<file path="src/irfc_pkg.sv">
// Register map, field positions and timing constants of the IR frame capture block
package irfc_pkg;
  localparam int          ADDR_W        = 8;
  // Register indices; byte address is four times the index
  localparam logic [7:0]  IDX_STATUS    = 8'h16;
  localparam logic [7:0]  IDX_CTRL      = 8'h18;
  localparam logic [7:0]  IDX_DUR2      = 8'h19;
  localparam logic [7:0]  IDX_DUR3      = 8'h1A;
  localparam logic [7:0]  IDX_CAP_LOW   = 8'h1B;
  localparam logic [7:0]  IDX_LAST_IVL  = 8'h1C;
  localparam logic [7:0]  IDX_LIVE_IVL  = 8'h1D;
  localparam logic [7:0]  IDX_CAP_HIGH  = 8'h1E;
  localparam logic [7:0]  IDX_RPT_LIMIT = 8'h1F;
  // Control register fields
  localparam int          F_RPT_IDX_LO  = 16;
  localparam int          F_TICK_FAST   = 15;
  localparam int          F_SYSCLK_SEL  = 14;
  localparam int          F_IVL_EN      = 13;
  localparam int          F_TIME_CHK    = 12;
  localparam int          F_CMP_FRAME   = 11;
  localparam int          F_CMP_BIT     = 10;
  localparam int          F_NO_RDCLR    = 9;
  localparam int          F_MSB_FIRST   = 8;
  localparam logic [31:0] CTRL_WMASK    = 32'h003F_FF0F;
  localparam logic [31:0] CTRL_RESET    = 32'h0000_0000;
  // Duration window fields
  localparam int          F_DUR_MAX_LO  = 16;
  localparam int          DUR_W         = 10;
  localparam logic [31:0] DUR_WMASK     = 32'h03FF_03FF;
  // Status register fields
  localparam int          F_ST_HIGH_VAL = 31;
  localparam int          F_ST_LOW_VAL  = 3;
  localparam int          F_ST_REPEAT   = 0;
  // Decode formats
  localparam logic [3:0]  FMT_NO_LEADER = 4'h1;
  localparam logic [3:0]  FMT_MEASURE   = 4'h2;
  // Interval counter
  localparam int          IVL_W         = 20;
  // Timing
  localparam int          CLK_PERIOD_NS = 100;
  localparam int          TICK_SLOW_US  = 100;
  localparam int          TICK_FAST_US  = 10;
  localparam int          TICK_SLOW_CYC = (TICK_SLOW_US * 1000) / CLK_PERIOD_NS;
  localparam int          TICK_FAST_CYC = (TICK_FAST_US * 1000) / CLK_PERIOD_NS;
  localparam int          TICK_DIV_W    = 10;
endpackage

</file>
<file path="src/irfc_frame_capture.sv">
// Frame capture, interval counting and repeat detection for the IR decoder
//
// The plain strobed port is this design's own decision.
`timescale 1ns/100ps
module irfc_frame_capture #(
  parameter int FRAME_MAX = 64
) (
  input  wire logic        clk,
  input  wire logic        rst,
  input  wire logic [7:0]  reg_addr,
  input  wire logic [31:0] reg_wdata,
  input  wire logic        reg_wr,
  input  wire logic        reg_rd,
  output logic      [31:0] reg_rdata,
  input  wire logic        sym_valid,
  input  wire logic        sym_bit,
  input  wire logic        frame_done,
  input  wire logic        hold_first,
  input  wire logic [9:0]  pulse_width,
  input  wire logic        pulse_valid,
  output logic      [3:0]  decode_mode,
  output logic             half_bit_match,
  output logic             whole_bit_match,
  output logic             frame_valid,
  output logic             repeat_indicator
);
  localparam int IW = irfc_pkg::IVL_W;
  localparam int TW = irfc_pkg::TICK_DIV_W;
  localparam logic [IW-1:0] IVL_MAX = {IW{1'b1}};

  // Frame storage is exactly two words; the divider must reach the slow tick count
  if (FRAME_MAX != 64) begin : g_chk_frame
    $error("irfc_frame_capture: FRAME_MAX must be 64");
  end
  if (irfc_pkg::TICK_SLOW_CYC > (1 << TW)) begin : g_chk_tick
    $error("irfc_frame_capture: tick divider too narrow");
  end

  logic [31:0]         ctrl_r;
  logic [31:0]         dur2_r;
  logic [31:0]         dur3_r;
  logic [IW-1:0]       rpt_limit_r;
  logic [IW-1:0]       ivl_cnt_r;
  logic [IW-1:0]       ivl_last_r;
  logic [irfc_pkg::TICK_DIV_W-1:0] tick_div_r;
  logic [63:0]         acc_r;
  logic [6:0]          bit_cnt_r;
  logic [63:0]         prev_frame_r;
  logic [31:0]         captured_word_low;
  logic [31:0]         captured_word_high;
  logic                low_valid_r;
  logic                high_valid_r;
  logic                repeat_r;
  logic [31:0]         rdata_nxt;
  logic                tick_now;
  logic                ivl_step;
  logic                capture;
  logic                rd_low;
  logic                rd_high;
  logic                rd_clr_en;
  logic                time_ok;
  logic                rpt_nxt;
  logic [5:0]          rpt_idx;
  logic [irfc_pkg::TICK_DIV_W-1:0] tick_last;

  assign rpt_idx   = ctrl_r[irfc_pkg::F_RPT_IDX_LO +: 6];
  assign rd_low    = reg_rd && reg_addr == irfc_pkg::IDX_CAP_LOW;
  assign rd_high   = reg_rd && reg_addr == irfc_pkg::IDX_CAP_HIGH;
  assign rd_clr_en = !ctrl_r[irfc_pkg::F_NO_RDCLR];
  // Keep-first: a held frame blocks new captures until the low word is read
  assign capture   = frame_done && !(hold_first && low_valid_r);

  // Control and window registers
  always_ff @(posedge clk) begin
    if (rst) begin
      ctrl_r      <= irfc_pkg::CTRL_RESET;
      dur2_r      <= '0;
      dur3_r      <= '0;
      rpt_limit_r <= '0;
    end else if (reg_wr) begin
      case (reg_addr)
        irfc_pkg::IDX_CTRL:      ctrl_r <= reg_wdata & irfc_pkg::CTRL_WMASK;
        irfc_pkg::IDX_DUR2:      dur2_r <= reg_wdata & irfc_pkg::DUR_WMASK;
        irfc_pkg::IDX_DUR3:      dur3_r <= reg_wdata & irfc_pkg::DUR_WMASK;
        irfc_pkg::IDX_RPT_LIMIT: rpt_limit_r <= reg_wdata[IW-1:0];
        default: ;
      endcase
    end
  end

  always_ff @(posedge clk) begin
    if (rst) begin
      decode_mode <= '0;
    end else begin
      decode_mode <= ctrl_r[3:0];
    end
  end

  // Duration window comparisons on each measured pulse
  always_ff @(posedge clk) begin
    if (rst) begin
      half_bit_match  <= 1'b0;
      whole_bit_match <= 1'b0;
    end else begin
      half_bit_match  <= pulse_valid && pulse_width >= dur2_r[irfc_pkg::DUR_W-1:0]
                         && pulse_width <= dur2_r[irfc_pkg::F_DUR_MAX_LO +: 10];
      whole_bit_match <= pulse_valid && pulse_width >= dur3_r[irfc_pkg::DUR_W-1:0]
                         && pulse_width <= dur3_r[irfc_pkg::F_DUR_MAX_LO +: 10];
    end
  end

  // Timebase tick for the interval counter
  assign tick_last = ctrl_r[irfc_pkg::F_TICK_FAST]
                   ? TW'(irfc_pkg::TICK_FAST_CYC - 1)
                   : TW'(irfc_pkg::TICK_SLOW_CYC - 1);
  assign tick_now  = tick_div_r >= tick_last;

  always_ff @(posedge clk) begin
    if (rst || tick_now) begin
      tick_div_r <= '0;
    end else begin
      tick_div_r <= tick_div_r + 1'b1;
    end
  end

  assign ivl_step = ctrl_r[irfc_pkg::F_SYSCLK_SEL] ? 1'b1 : tick_now;

  // Frame-to-frame interval counter
  always_ff @(posedge clk) begin
    if (rst) begin
      ivl_cnt_r  <= '0;
      ivl_last_r <= '0;
    end else if (capture) begin
      ivl_cnt_r  <= '0;
      ivl_last_r <= ivl_cnt_r;
    end else if (ctrl_r[irfc_pkg::F_IVL_EN] && ivl_step && ivl_cnt_r != IVL_MAX) begin
      ivl_cnt_r  <= ivl_cnt_r + 1'b1;
    end
  end

  // Bit assembly
  always_ff @(posedge clk) begin
    if (rst || frame_done) begin
      acc_r     <= '0;
      bit_cnt_r <= '0;
    end else if (sym_valid && bit_cnt_r < 7'd64) begin
      bit_cnt_r <= bit_cnt_r + 1'b1;
      if (ctrl_r[irfc_pkg::F_MSB_FIRST]) begin
        acc_r <= {acc_r[62:0], sym_bit};
      end else begin
        acc_r[bit_cnt_r[5:0]] <= sym_bit;
      end
    end
  end

  // Repeat decision for the frame now being captured
  assign time_ok = !ctrl_r[irfc_pkg::F_TIME_CHK] || ivl_cnt_r < rpt_limit_r;
  always_comb begin
    rpt_nxt = 1'b0;
    if (ctrl_r[irfc_pkg::F_CMP_FRAME]) begin
      rpt_nxt = (acc_r == prev_frame_r) && time_ok;
    end else if (ctrl_r[irfc_pkg::F_CMP_BIT]) begin
      rpt_nxt = acc_r[rpt_idx] && time_ok;
    end
  end

  always_ff @(posedge clk) begin
    if (rst) begin
      prev_frame_r <= '0;
      repeat_r     <= 1'b0;
    end else if (capture) begin
      prev_frame_r <= acc_r;
      repeat_r     <= rpt_nxt;
    end
  end

  // Captured words; a capture in the read cycle wins over the clear
  always_ff @(posedge clk) begin
    if (rst) begin
      captured_word_low <= '0;
      low_valid_r       <= 1'b0;
    end else if (capture) begin
      captured_word_low <= acc_r[31:0];
      low_valid_r       <= 1'b1;
    end else if (rd_low) begin
      low_valid_r       <= 1'b0;
      if (rd_clr_en) begin
        captured_word_low <= '0;
      end
    end
  end

  always_ff @(posedge clk) begin
    if (rst) begin
      captured_word_high <= '0;
      high_valid_r       <= 1'b0;
    end else if (capture && bit_cnt_r > 7'd32) begin
      captured_word_high <= acc_r[63:32];
      high_valid_r       <= 1'b1;
    end else if (rd_high) begin
      high_valid_r       <= 1'b0;
      if (rd_clr_en) begin
        captured_word_high <= '0;
      end
    end
  end

  always_ff @(posedge clk) begin
    if (rst) begin
      frame_valid      <= 1'b0;
      repeat_indicator <= 1'b0;
    end else begin
      frame_valid      <= capture || (low_valid_r && !rd_low);
      repeat_indicator <= capture ? rpt_nxt : repeat_r;
    end
  end

  // Read path
  always_comb begin
    rdata_nxt = '0;
    case (reg_addr)
      irfc_pkg::IDX_STATUS: begin
        rdata_nxt[irfc_pkg::F_ST_HIGH_VAL] = high_valid_r;
        rdata_nxt[irfc_pkg::F_ST_LOW_VAL]  = low_valid_r;
        rdata_nxt[irfc_pkg::F_ST_REPEAT]   = repeat_r;
      end
      irfc_pkg::IDX_CTRL:      rdata_nxt = ctrl_r;
      irfc_pkg::IDX_DUR2:      rdata_nxt = dur2_r;
      irfc_pkg::IDX_DUR3:      rdata_nxt = dur3_r;
      irfc_pkg::IDX_CAP_LOW:   rdata_nxt = captured_word_low;
      irfc_pkg::IDX_CAP_HIGH:  rdata_nxt = captured_word_high;
      irfc_pkg::IDX_LAST_IVL:  rdata_nxt[IW-1:0] = ivl_last_r;
      irfc_pkg::IDX_LIVE_IVL:  rdata_nxt[IW-1:0] = ivl_cnt_r;
      irfc_pkg::IDX_RPT_LIMIT: rdata_nxt[IW-1:0] = rpt_limit_r;
      default:                 rdata_nxt = '0;
    endcase
  end

  always_ff @(posedge clk) begin
    if (rst) begin
      reg_rdata <= '0;
    end else begin
      reg_rdata <= reg_rd ? rdata_nxt : '0;
    end
  end

  // Cycles since the last tick, and whether the fast timebase stayed selected since it
  logic [7:0] tick_gap_r;
  logic       fast_held_r;

  always_ff @(posedge clk) begin
    if (rst || tick_now) begin
      tick_gap_r <= '0;
    end else if (tick_gap_r != 8'hFF) begin
      tick_gap_r <= tick_gap_r + 1'b1;
    end
  end

  always_ff @(posedge clk) begin
    if (rst || !ctrl_r[irfc_pkg::F_TICK_FAST]) begin
      fast_held_r <= 1'b0;
    end else if (tick_now) begin
      fast_held_r <= 1'b1;
    end
  end
endmodule

</file>
<file path="config.mk">
export PLATFORM = sky130hd
export DESIGN_NAME = irfc_frame_capture
export DESIGN_NICKNAME = d
export VERILOG_FILES = /design/src/irfc_pkg.sv /design/src/irfc_frame_capture.sv
export SDC_FILE = /design/constraint.sdc
export NUM_CORES = 1
export LEC_CHECK = 0
export ABC_AREA = 0
export BUFFER_PORTS_ARGS = -buffer_cell sky130_fd_sc_hd__buf_4
export CORE_MARGIN = 8
export CORE_UTILIZATION = 50
export DETAILED_ROUTE_END_ITERATION = 6
export PLACE_DENSITY = 0.79
export RECOVER_POWER = 100
export SYNTH_ARGS = -nofsm -noshare
export SYNTH_HDL_FRONTEND = slang
export SYNTH_SLANG_ARGS = --single-unit
export TNS_END_PERCENT = 5
</file>
<file path="constraint.sdc">
create_clock -name clk -period 3.25 [get_ports clk]
set_input_delay 0.325 -clock clk [delete_from_list [all_inputs] [get_ports clk]]
set_output_delay 0.325 -clock clk [all_outputs]
set_load 0.02 [all_outputs]
</file>
**Word-level counts from Yosys, hierarchy flattened**

Cells that the tools add are included.

- Register bits after elaboration: 369
- Input bits: 59
- Output and inout bits: 40
- Word-level logic and storage cells: 106

- Add/subtract/negate cells: 3
- Magnitude comparators: 11
- Eq/ne operators: 13
- Multiplexer cells: 25
- Bitwise gates (word level): 1
- Reduce and logical (&&, ||, !) cells: 33

Operators by type and width:

| cell | number |
|---|---|
| 2-to-1 mux 32 bit | 5 |
| case mux 16 bit (8 select lines) | 1 |
| equality test 8 x 5 -> 1 bit, second input constant | 9 |
| bitwise mux 64 bit | 1 |
| equality test 64 bit | 1 |
| 2-to-1 mux 64 bit | 1 |
| case mux 11 bit (5 select lines) | 1 |
| >= comparator 10 bit | 3 |
| adder 20 x 1 -> 20 bit, second input constant | 1 |
| <= comparator 10 bit | 2 |
| < comparator 20 bit | 1 |
| != test 20 bit, second input constant | 1 |
| case mux 1 bit (9 select lines) | 2 |
| logical AND 1 bit | 16 |
| case mux 2 bit (8 select lines) | 1 |
| < comparator 6 x 7 -> 1 bit, second input constant | 2 |
| AND reduction 2 bit | 6 |
| adder 10 x 1 -> 10 bit, second input constant | 1 |
| 2-to-1 mux 10 bit | 1 |
| 2-to-1 mux 1 bit | 9 |
| adder 7 x 1 -> 7 bit, second input constant | 1 |
| greater-than comparator 7 x 6 -> 1 bit, second input constant | 1 |
| < comparator 7 bit, second input constant | 1 |
| binary-select mux 1 bit (select 6 bit) | 1 |
| 9 further kinds | 17 |

**Logic depth before layout (Yosys ltp)**

Gate-level depths: netlist of the first run.

- Depth in word-level cells: 6
- Gate-level depth with buffers: 10

**Least setup slack after synthesis of the first run**

OpenSTA, ideal clock, no wires.

- Path kind: register to register
- From: register ctrl_r[15]
- To: register ivl_cnt_r[16]
- Setup time: 0.128 ns
- Data arrival time: 1.907 ns
- Setup slack: 1.216 ns
- Cell stages (with the launch flop): 10
- Path buffers: 1
- Cells stage by stage: dfxtp_1 > ha_1 > a2111oi_0 > o21bai_1 > a21oi_1 > o21ai_2 > buf_2 > nand3_1 > xor2_1 > nor2_1

- Cells in the longest elaborated chain, start to end: 5

RTL lines:

| element | RTL line | text |
|---|---|---|
| from (decl) | irfc_frame_capture.sv:39 | `logic [31:0] ctrl_r;` |
| from (signal assigned) | irfc_frame_capture.sv:76 | `ctrl_r <= irfc_pkg::CTRL_RESET;` |
| from (signal assigned) | irfc_frame_capture.sv:82 | `irfc_pkg::IDX_CTRL: ctrl_r <= reg_wdata & irfc_pkg::CTRL_WMASK;` |
| 2-to-1 mux 10 bit | irfc_frame_capture.sv:114 | `? TW'(irfc_pkg::TICK_FAST_CYC - 1)` |
| >= comparator 10 bit | irfc_frame_capture.sv:116 | `assign tick_now = tick_div_r >= tick_last;` |
| 2-to-1 mux 1 bit | irfc_frame_capture.sv:126 | `assign ivl_step = ctrl_r[irfc_pkg::F_SYSCLK_SEL] ? 1'b1 : tick_now;` |
| logical AND 1 bit (2 in series) | irfc_frame_capture.sv:136 | `end else if (ctrl_r[irfc_pkg::F_IVL_EN] && ivl_step && ivl_cnt_r != IVL_MAX) begin` |
| to (signal assigned) | irfc_frame_capture.sv:137 | `ivl_cnt_r <= ivl_cnt_r + 1'b1;` |
| to (decl) | irfc_frame_capture.sv:43 | `logic [IW-1:0] ivl_cnt_r;` |

Every way passes these cells.
A chain may end at the register's enable or synchronous reset.

**Final worst setup path of the first run**

- From: register low_valid_r
- To: register repeat_indicator

- Cells in the longest elaborated chain, start to end: 3

RTL lines:

| element | RTL line | text |
|---|---|---|
| from (decl) | irfc_frame_capture.sv:51 | `logic low_valid_r;` |
| from (signal assigned) | irfc_frame_capture.sv:181 | `low_valid_r <= 1'b0;` |
| from (signal assigned) | irfc_frame_capture.sv:184 | `low_valid_r <= 1'b1;` |
| from (signal assigned) | irfc_frame_capture.sv:186 | `low_valid_r <= 1'b0;` |
| logical AND 1 bit | irfc_frame_capture.sv:71 | `assign capture = frame_done && !(hold_first && low_valid_r);` |
| logical NOT 1 bit | irfc_frame_capture.sv:71 |  |
| logical AND 1 bit | irfc_frame_capture.sv:71 |  |
| to (signal assigned) | irfc_frame_capture.sv:214 | `repeat_indicator <= capture ? rpt_nxt : repeat_r;` |
| to (decl) | irfc_frame_capture.sv:25 | `output logic repeat_indicator` |

Every way passes these cells.

==> results by group, run 1 <==
Status
  • Failing checks: capacitance limit
  • Status: finished, violations left

Hold path
  • Worst Hold Class: in -> reg
  • Min-delay src: reg_wdata[13]

Layout
  • # nets final: 2305
  • Fin util: 0.573
  • Multi-input logic area: slightly above 9000 sq um
  • Ant. Diodes: 0
  • Fin cells: between 2k and 3k
  • Commonest non-fill, non-tap cell in the layout: nand2_1
  • P&R area growth vs syn: 12.7%
  • Area occupied by registers: 7390 sq um
  • Most frequent cells in the layout: nand2_1, dfxtp_1, a21oi_1
  • Layout cells sized above 1: 0.0992
  • Fill cells: 2973

Global route
  • Largest net degree at the start of global routing: 68
  • Initial antenna violation count: 0
  • Vias in the first global route: roughly 15k
  • Global-route wire length before repair: about 84000 um
  • GRT Total Usage: 0.251
  • Grt ovf: 0

Flow run
  • Number of max-cap violations: 1

Pwr
  • Clock power share: 0.492
  • P_leak: 6.96 nW
  • PD cells: 492 nW/um^2
  • Flop pwr share: 0.466
  • Net Switching: 2.19 mW
  • Highest ir drop seen on vdd: between 0.0004 and 0.0005 V
  • P_int: 7.57 mW
  • Combinational power share: 0.042
  • Switching Share: 0.224

Synthesis
  • Async S/R FF share, synth: 0
  • Simple-Gate Fraction of Synth Area: 0.191
  • Syn. warnings: 0
  • Synth Area in Adders: 0.0476
  • Synth top area share: 0.420
  • FF+latch count, synth: between 300 and 400
  • XOR/XNOR Fraction of Synth Area: 0.0468
  • Synth Net Count: 2264
  • Post-synthesis mux area share: 0.0554
  • Synthesized area: 17600 sq um
  • Compound-cell area share of the yosys netlist: 0.190
  • Avg Cell Area, Syn: 8.23 sq um
  • Post-synth EDFFs: 0
  • Synth Flop Type: dfxtp_1
  • Synth area leaders: dfxtp_1, a21oi_1, nand2_1, ha_1, mux4_2
  • Netlist cell types: 72
  • Seq/Total Area, Yosys: 0.420
  • Largest family of logic cells by synthesized area: simple AND/OR/NAND/NOR gates
  • Post-synth top area cell: dfxtp_1
  • Syn Inst Count: 2138

Clocking
  • Hold_buf cts: 0
  • Root Buffer: clkbuf_16
  • Skew-Pair Late Insertion Delay: 0.53 ns
  • Clock transition at the registers of the reported paths: 0.06 ns
  • PostCTS Resize Cnt: 0
  • CTS sink count: 369
  • CTS tree: done
  • H-tree depth: 2
  • TritonCTS Buffers: 39
  • Setup bufs post-CTS: 0
  • Clock tree buffer depth: 3

Timing
  • Worst Skew: 0.0209 ns
  • Max Slew Vio Count: 0
  • Period minus WS final: roughly 2.7 ns
  • Final Setup Violations: 0
  • Final-report hold violation count: 0
  • Fmax: ~370 MHz
  • Final period utilization: 0.837
  • Setup TNS Final: 0 ns
  • Measured slew at the worst slew-check pin: approximately 1.5 ns
  • Max transition margin: 0.00355
  • RSZ-0062 raised after global routing: false

Setup path
  • CP max FO: 19
  • Crit start category: flip-flop
  • WS Path Type: reg -> reg
  • Critical path origin: low_valid_r
  • Worst EP required: around 3.7 ns
  • Worst flop-to-flop path startpoint: low_valid_r
  • Crit path DAT: 3.13 ns
  • Critical Path Sink Type: flip-flop

Floorplan
  • Die Height: 204 um
  • FP Rows: 68
  • Area of the core: around 35000 sq um
  • Die width: 204 um
  • Num ports: 99
  • Die area: 41400 sq um
  • Initial Util: 0.508

Placement
  • Cells after DPL: 2593
  • Port bufs: 92
  • Dpl hpwl: 37600 um
  • Routability Congestion: 0.907

Routing
  • Remaining antenna violation count: 0
  • DR vias: 16.2k
  • DRT Pass-1 Iters: 6
  • Drt initial violations: 1826
  • Drt wl/cell: 20.4 um
  • Residual DRC: 0
  • Drt total wl: 54200 um
  • Vias per cell: 6.09
==> final timing paths <==
check	to	depth (start not counted)	slack, ns
max	repeat_indicator	7	0.53
min	rpt_limit_r[13]	3	0.06
max reg2reg	repeat_indicator	7	0.53
min reg2reg	ivl_last_r[16]	2	0.46
==> layout make-up <==
cell class	instances	area share
tap	455	0.0287
multi-input combinational	1560	0.471
sequential	369	0.372
clock inverter	22	0.0168
inverter	69	0.0131
clock buffer	47	0.0522
timing repair buffer	140	0.0461
==> power by group through the flow <==
stage	clock network, mW	registers (mW)	logic [mW]
floorplan	0	4.64	0.235
global placement	0	4.64	0.396
detailed placement	0	4.64	0.406
CTS	4.82	4.54	0.408
global route	5.01	4.54	0.438
finish	4.80	4.54	0.410
==> routing by layer <==
| layer | share of wire | global-route usage |
|---|---|---|
| met4 | 0.058 | 0.141 |
| met3 | 0.096 | 0.0487 |
| met1 | 0.38 | 0.305 |
| met5 | 0 | 0 |
| met2 | 0.46 | 0.413 |
==> cells in the mapped netlist (2+ instances only) <==
cell type and n:
xnor2_1 36, and2_1 5, nor2_1 170, a21oi_2 2, o31ai_1 2, xor2_1 58
a41oi_1 2, a21oi_1 358, nor3_1 11, nor3b_1 3, nand3_1 21, inv_1 68
mux2_2 9, a2111oi_0 3, a31oi_1 7, nand2b_1 11, a32o_1 4, buf_6 4
buf_2 29, buf_4 4, a22o_1 34, mux2i_1 22, o211ai_1 3, a221oi_1 4
a211oi_1 6, a21o_1 32, nand2_1 466, a22oi_1 57, clkbuf_1 93, nor4_1 13
o21ai_0 20, nor2b_1 16, and4b_1 2, and3_1 13, and3b_1 2, buf_1 9
nand4_1 29, nor3_2 2, dfxtp_1 369, ha_1 67, a222oi_1 13, mux4_2 29
==> worst max-delay path, cell delays in order (launching register included) <==
cell      delay (ns)
dfxtp_1         0.39
nand2_1         0.12
and2_0          1.13
nor2_1          0.41
nand2_1         0.17
nand2_1         0.08
a211oi_1        0.24
nor3_1          0.06
==> registers in the layout, indices dropped and copies added, names as in the netlist, 10 cells and up <==
| signal | count |
|---|---|
| acc_r | 64 |
| prev_frame_r | 64 |
| captured_word_high | 32 |
| captured_word_low | 32 |
| reg_rdata | 32 |
| dur2_r | 20 |
| dur3_r | 20 |
| ivl_cnt_r | 20 |
| ivl_last_r | 20 |
| rpt_limit_r | 20 |
| ctrl_r | 18 |
| tick_div_r | 10 |
==> cell families (layout without fill, tap and decap cells) <==
family,after synthesis,count (layout)
compound gates,558,558
simple gates,781,781
buf+inv,209,278
fa+ha+maj,67,67
xor+xnor,94,94
mux,60,60
flops,369,369
==> metrics by stage <==
step	hold slack, ns	power (mW)	instance area [sq um]	setup WS [ns]
global route	0.0573	9.98	19800	0.359
detailed placement	0.449	5.05	18700	0.625
finish	0.0570	9.76	19800	0.531
CTS	0.0468	9.77	20000	0.907
floorplan	0.430	4.87	17600	1.22
global placement	0.439	5.04	18700	0.685
No activity file was read; power rests on OpenSTA's default activity.
==> inputs of run 2 (changes only) <==
--- a/config.mk
+++ b/config.mk
@@ -5,12 +5,12 @@
 export SDC_FILE = /design/constraint.sdc
 export NUM_CORES = 1
 export LEC_CHECK = 0
-export ABC_AREA = 0
+export ABC_AREA = 1
 export BUFFER_PORTS_ARGS = -buffer_cell sky130_fd_sc_hd__buf_4
 export CORE_MARGIN = 8
 export CORE_UTILIZATION = 50
 export DETAILED_ROUTE_END_ITERATION = 6
-export PLACE_DENSITY = 0.79
+export PLACE_DENSITY = 0.82
 export RECOVER_POWER = 100
 export SYNTH_ARGS = -nofsm -noshare
 export SYNTH_HDL_FRONTEND = slang
==> constraint.sdc (replaced) <==
create_clock -name clk -period 2.3 [get_ports clk]
set_input_delay 0.23 -clock clk [delete_from_list [all_inputs] [get_ports clk]]
set_output_delay 0.23 -clock clk [all_outputs]
set_load 0.02 [all_outputs]
==> run 2 against run 1 <==
The run ends with DRC, capacitance limit, slew limit left. Non-clock buffer count increased by 22. Via count increased by 9.0%. Count of clock-buffer cells in the layout increased by 9. Total power increased by 39%. Die area increased by 0.69%. Sequential cell count unchanged. Worst setup slack got worse by 0.46 ns. Combinational power increased by 44%. Cell area increased by 2.0%. Cell count increased by 12%. Global-route usage increased by 1.5 points. Synthesized cell count increased by 13%. Highest routed layer unchanged.
==> results by group, run 2 <==
Status
  • Status: finished, violations left
  • Failing checks: DRC, capacitance limit, slew limit

Global route
  • Grt ovf: 0
  • GRT Total Usage: 0.266
  • Global-route wire length before repair: 90100 um
  • Vias in the first global route: around 17k
  • Largest net degree at the start of global routing: 79
  • Initial antenna violation count: 0

Synthesis
  • Synth Net Count: around 2.5k
  • Post-synth EDFFs: 0
  • Avg Cell Area, Syn: around 7.3 sq um
  • Netlist cell types: 40
  • Async S/R FF share, synth: 0
  • Synth area leaders: dfxtp_1, nand2_1, inv_1, o22ai_1, a21oi_1
  • Synth Flop Type: dfxtp_1
  • Synthesized area: roughly 18000 sq um
  • Most frequent cell after synthesis: nand2_1
  • Seq/Total Area, Yosys: 0.417
  • Post-synth top area cell: dfxtp_1
  • Synth top area share: 0.417
  • Most common library cells after synthesis: nand2_1, dfxtp_1, inv_1, a21oi_1, o22ai_1
  • Syn. warnings: 0
  • Syn Inst Count: about 2.4k
  • FF+latch count, synth: roughly 370

Routing
  • DR vias: between 15k and 20k
  • Remaining antenna violation count: 0
  • Drt initial violations: 1972
  • Drt total wl: 57900 um
  • Vias per cell: 5.91
  • Residual DRC: 1
  • Drt wl/cell: approximately 19 um
  • DRT Pass-1 Iters: 7

Layout
  • Ant. Diodes: 0
  • Multi-input logic area: 8370 sq um
  • Layout cells sized above 1: 0.0821
  • P&R area growth vs syn: 14.1%
  • Regs by FF count: acc_r: 64 flops, prev_frame_r: 64 flops
  • Fin util: 0.574
  • Most frequent cells in the layout: nand2_1, dfxtp_1, inv_1
  • Fin cells: 2993
  • Commonest non-fill, non-tap cell in the layout: nand2_1
  • # nets final: 2630
  • Fill cells: 3206
  • Area occupied by registers: 7390 sq um

Timing
  • Worst Skew: 0.0351 ns
  • RSZ-0062 raised after global routing: false
  • Final Setup Violations: 0
  • Fmax: 448 MHz
  • Period minus WS final: 2.23 ns
  • Final period utilization: 0.970
  • Final-report hold violation count: 0
  • Max transition margin: -0.0174
  • Max Slew Vio Count: 27
  • Measured slew at the worst slew-check pin: 1.53 ns
  • Setup TNS Final: 0 ns

Clocking
  • CTS sink count: around 370
  • TritonCTS Buffers: 39
  • H-tree depth: 2
  • Clock transition at the registers of the reported paths: 0.06 ns
  • CTS tree: done
  • Clock tree buffer depth: 3
  • Setup bufs post-CTS: 0
  • Skew-Pair Late Insertion Delay: around 0.56 ns
  • Root Buffer: clkbuf_16

Floorplan
  • Die Height: 204 um
  • Num ports: between 90 and 100
  • FP Rows: 69
  • Initial Util: 0.503
  • Die area: approximately 42000 sq um
  • Die width: around 200 um
  • Area of the core: 35200 sq um

Setup path
  • Worst R2R Path Depth: 9
  • Worst-path cell chain: inv_2 > ha_1 > a31oi_1 > o21ai_1 > o31ai_1 > buf_12 > o22ai_1 > inv_1 > nor2_1
  • Critical Path Sink Type: flip-flop
  • Crit-path slowest cell: o21ai_1
  • Worst path max stage delay: 0.55 ns
  • Critical path origin: bit_cnt_r[0]
  • Worst EP required: 2.75 ns
  • Worst flop-to-flop path startpoint: bit_cnt_r[0]
  • WS Path Type: reg -> reg
  • Crit start category: flip-flop
  • CP max FO: 32
  • Crit path DAT: around 2.7 ns

Hold path
  • Worst Hold Class: in -> reg
  • Min-delay src: reg_wdata[22]
  • Hold Path Stages: 3

Pwr
  • PD cells: between 600 and 700 nW/um^2
  • Highest ir drop seen on vdd: 0.000591 V
  • P_leak: 7.34 nW

Placement
  • Routability Congestion: 0.933
  • Dpl hpwl: 41700 um
  • Cells after DPL: 2919
  • Port bufs: 92

Flow run
  • Number of max-cap violations: 1
-- run 2: critical path: cells and delay by family, from the launching register on --
| family | cells | cell delay, ns |
|---|---|---|
| adder cells (fa/ha/maj) | 1 | 0.19 |
| buffers and inverters | 3 | 0.45 |
| flip-flops | 1 | 0.36 |
| AO/OA/AOI/OAI | 4 | 1.04 |
| AND/OR/NAND/NOR | 1 | 0.08 |
-- run 2: final timing paths --
path / endpoint / slack, ns
max: captured_word_high[0] / 0.07
min: dur3_r[22] / 0.02
max reg2reg: captured_word_high[0] / 0.07
min reg2reg: tick_div_r[0] / 0.46
-- run 2: report_power, final --
part	switching, mW	leakage [nW]	internal [mW]
Clock	2.70	0.646	3.86
Sequential	0.0145	2.97	6.41
Combinational	0.405	3.72	0.187
-- run 2: final cells by class --
class,count,share of cell area
multi-input cells,1551,0.414
flip-flops and latches,369,0.365
inverters,381,0.0708
clock buffers,56,0.0574
repair buffers,162,0.0562
well taps,461,0.0285
clock inverters,13,0.00823
-- run 2: what timing repair did --
item | 4_1_cts | 5_1_grt
hold buffers | 5 | 0
resized for setup | 0 | 0
hold endpoints to repair | 5 | 0
-- run 2: kinds of logic (layout without fill, tap and decap cells) --
| group | after synthesis | count (layout) | share of synthesized area |
|---|---|---|---|
| buffers and inverters | 500 | 612 | 0.109 |
| adders and majority gates | 67 | 67 | 0.0473 |
| xor gates and xnor gates | 32 | 32 | 0.0158 |
| DFF | 369 | 369 | 0.417 |
| and+or+nand+nor | 764 | 764 | 0.182 |
| AOI/OAI and AO/OA | 688 | 688 | 0.229 |
-- run 2: layer usage --
metal  share of wire  vias up  wire length [um]  global-route usage
met2            0.46      963             26600               0.438
li1                -     8332                 -                   -
met3            0.10      182              5870              0.0423
met5               0        -                 0                   0
met1            0.40     8199             23100               0.347
met4           0.041        0              2350               0.103
-- run 2: metrics by stage --
| step | hold WS (ns) | power (mW) | area (sq um) | setup WS, ns |
|---|---|---|---|---|
| after floorplan | 0.406 | 6.88 | 17700 | 0.566 |
| after global placement | 0.431 | 7.13 | 19100 | 0.104 |
| after detailed placement | 0.451 | 7.14 | 19100 | 0.110 |
| after CTS | 0.00940 | 13.6 | 20500 | 0.184 |
| after global routing | 0.0150 | 13.9 | 20200 | 0.0130 |
| final | 0.0178 | 13.6 | 20200 | 0.0691 |
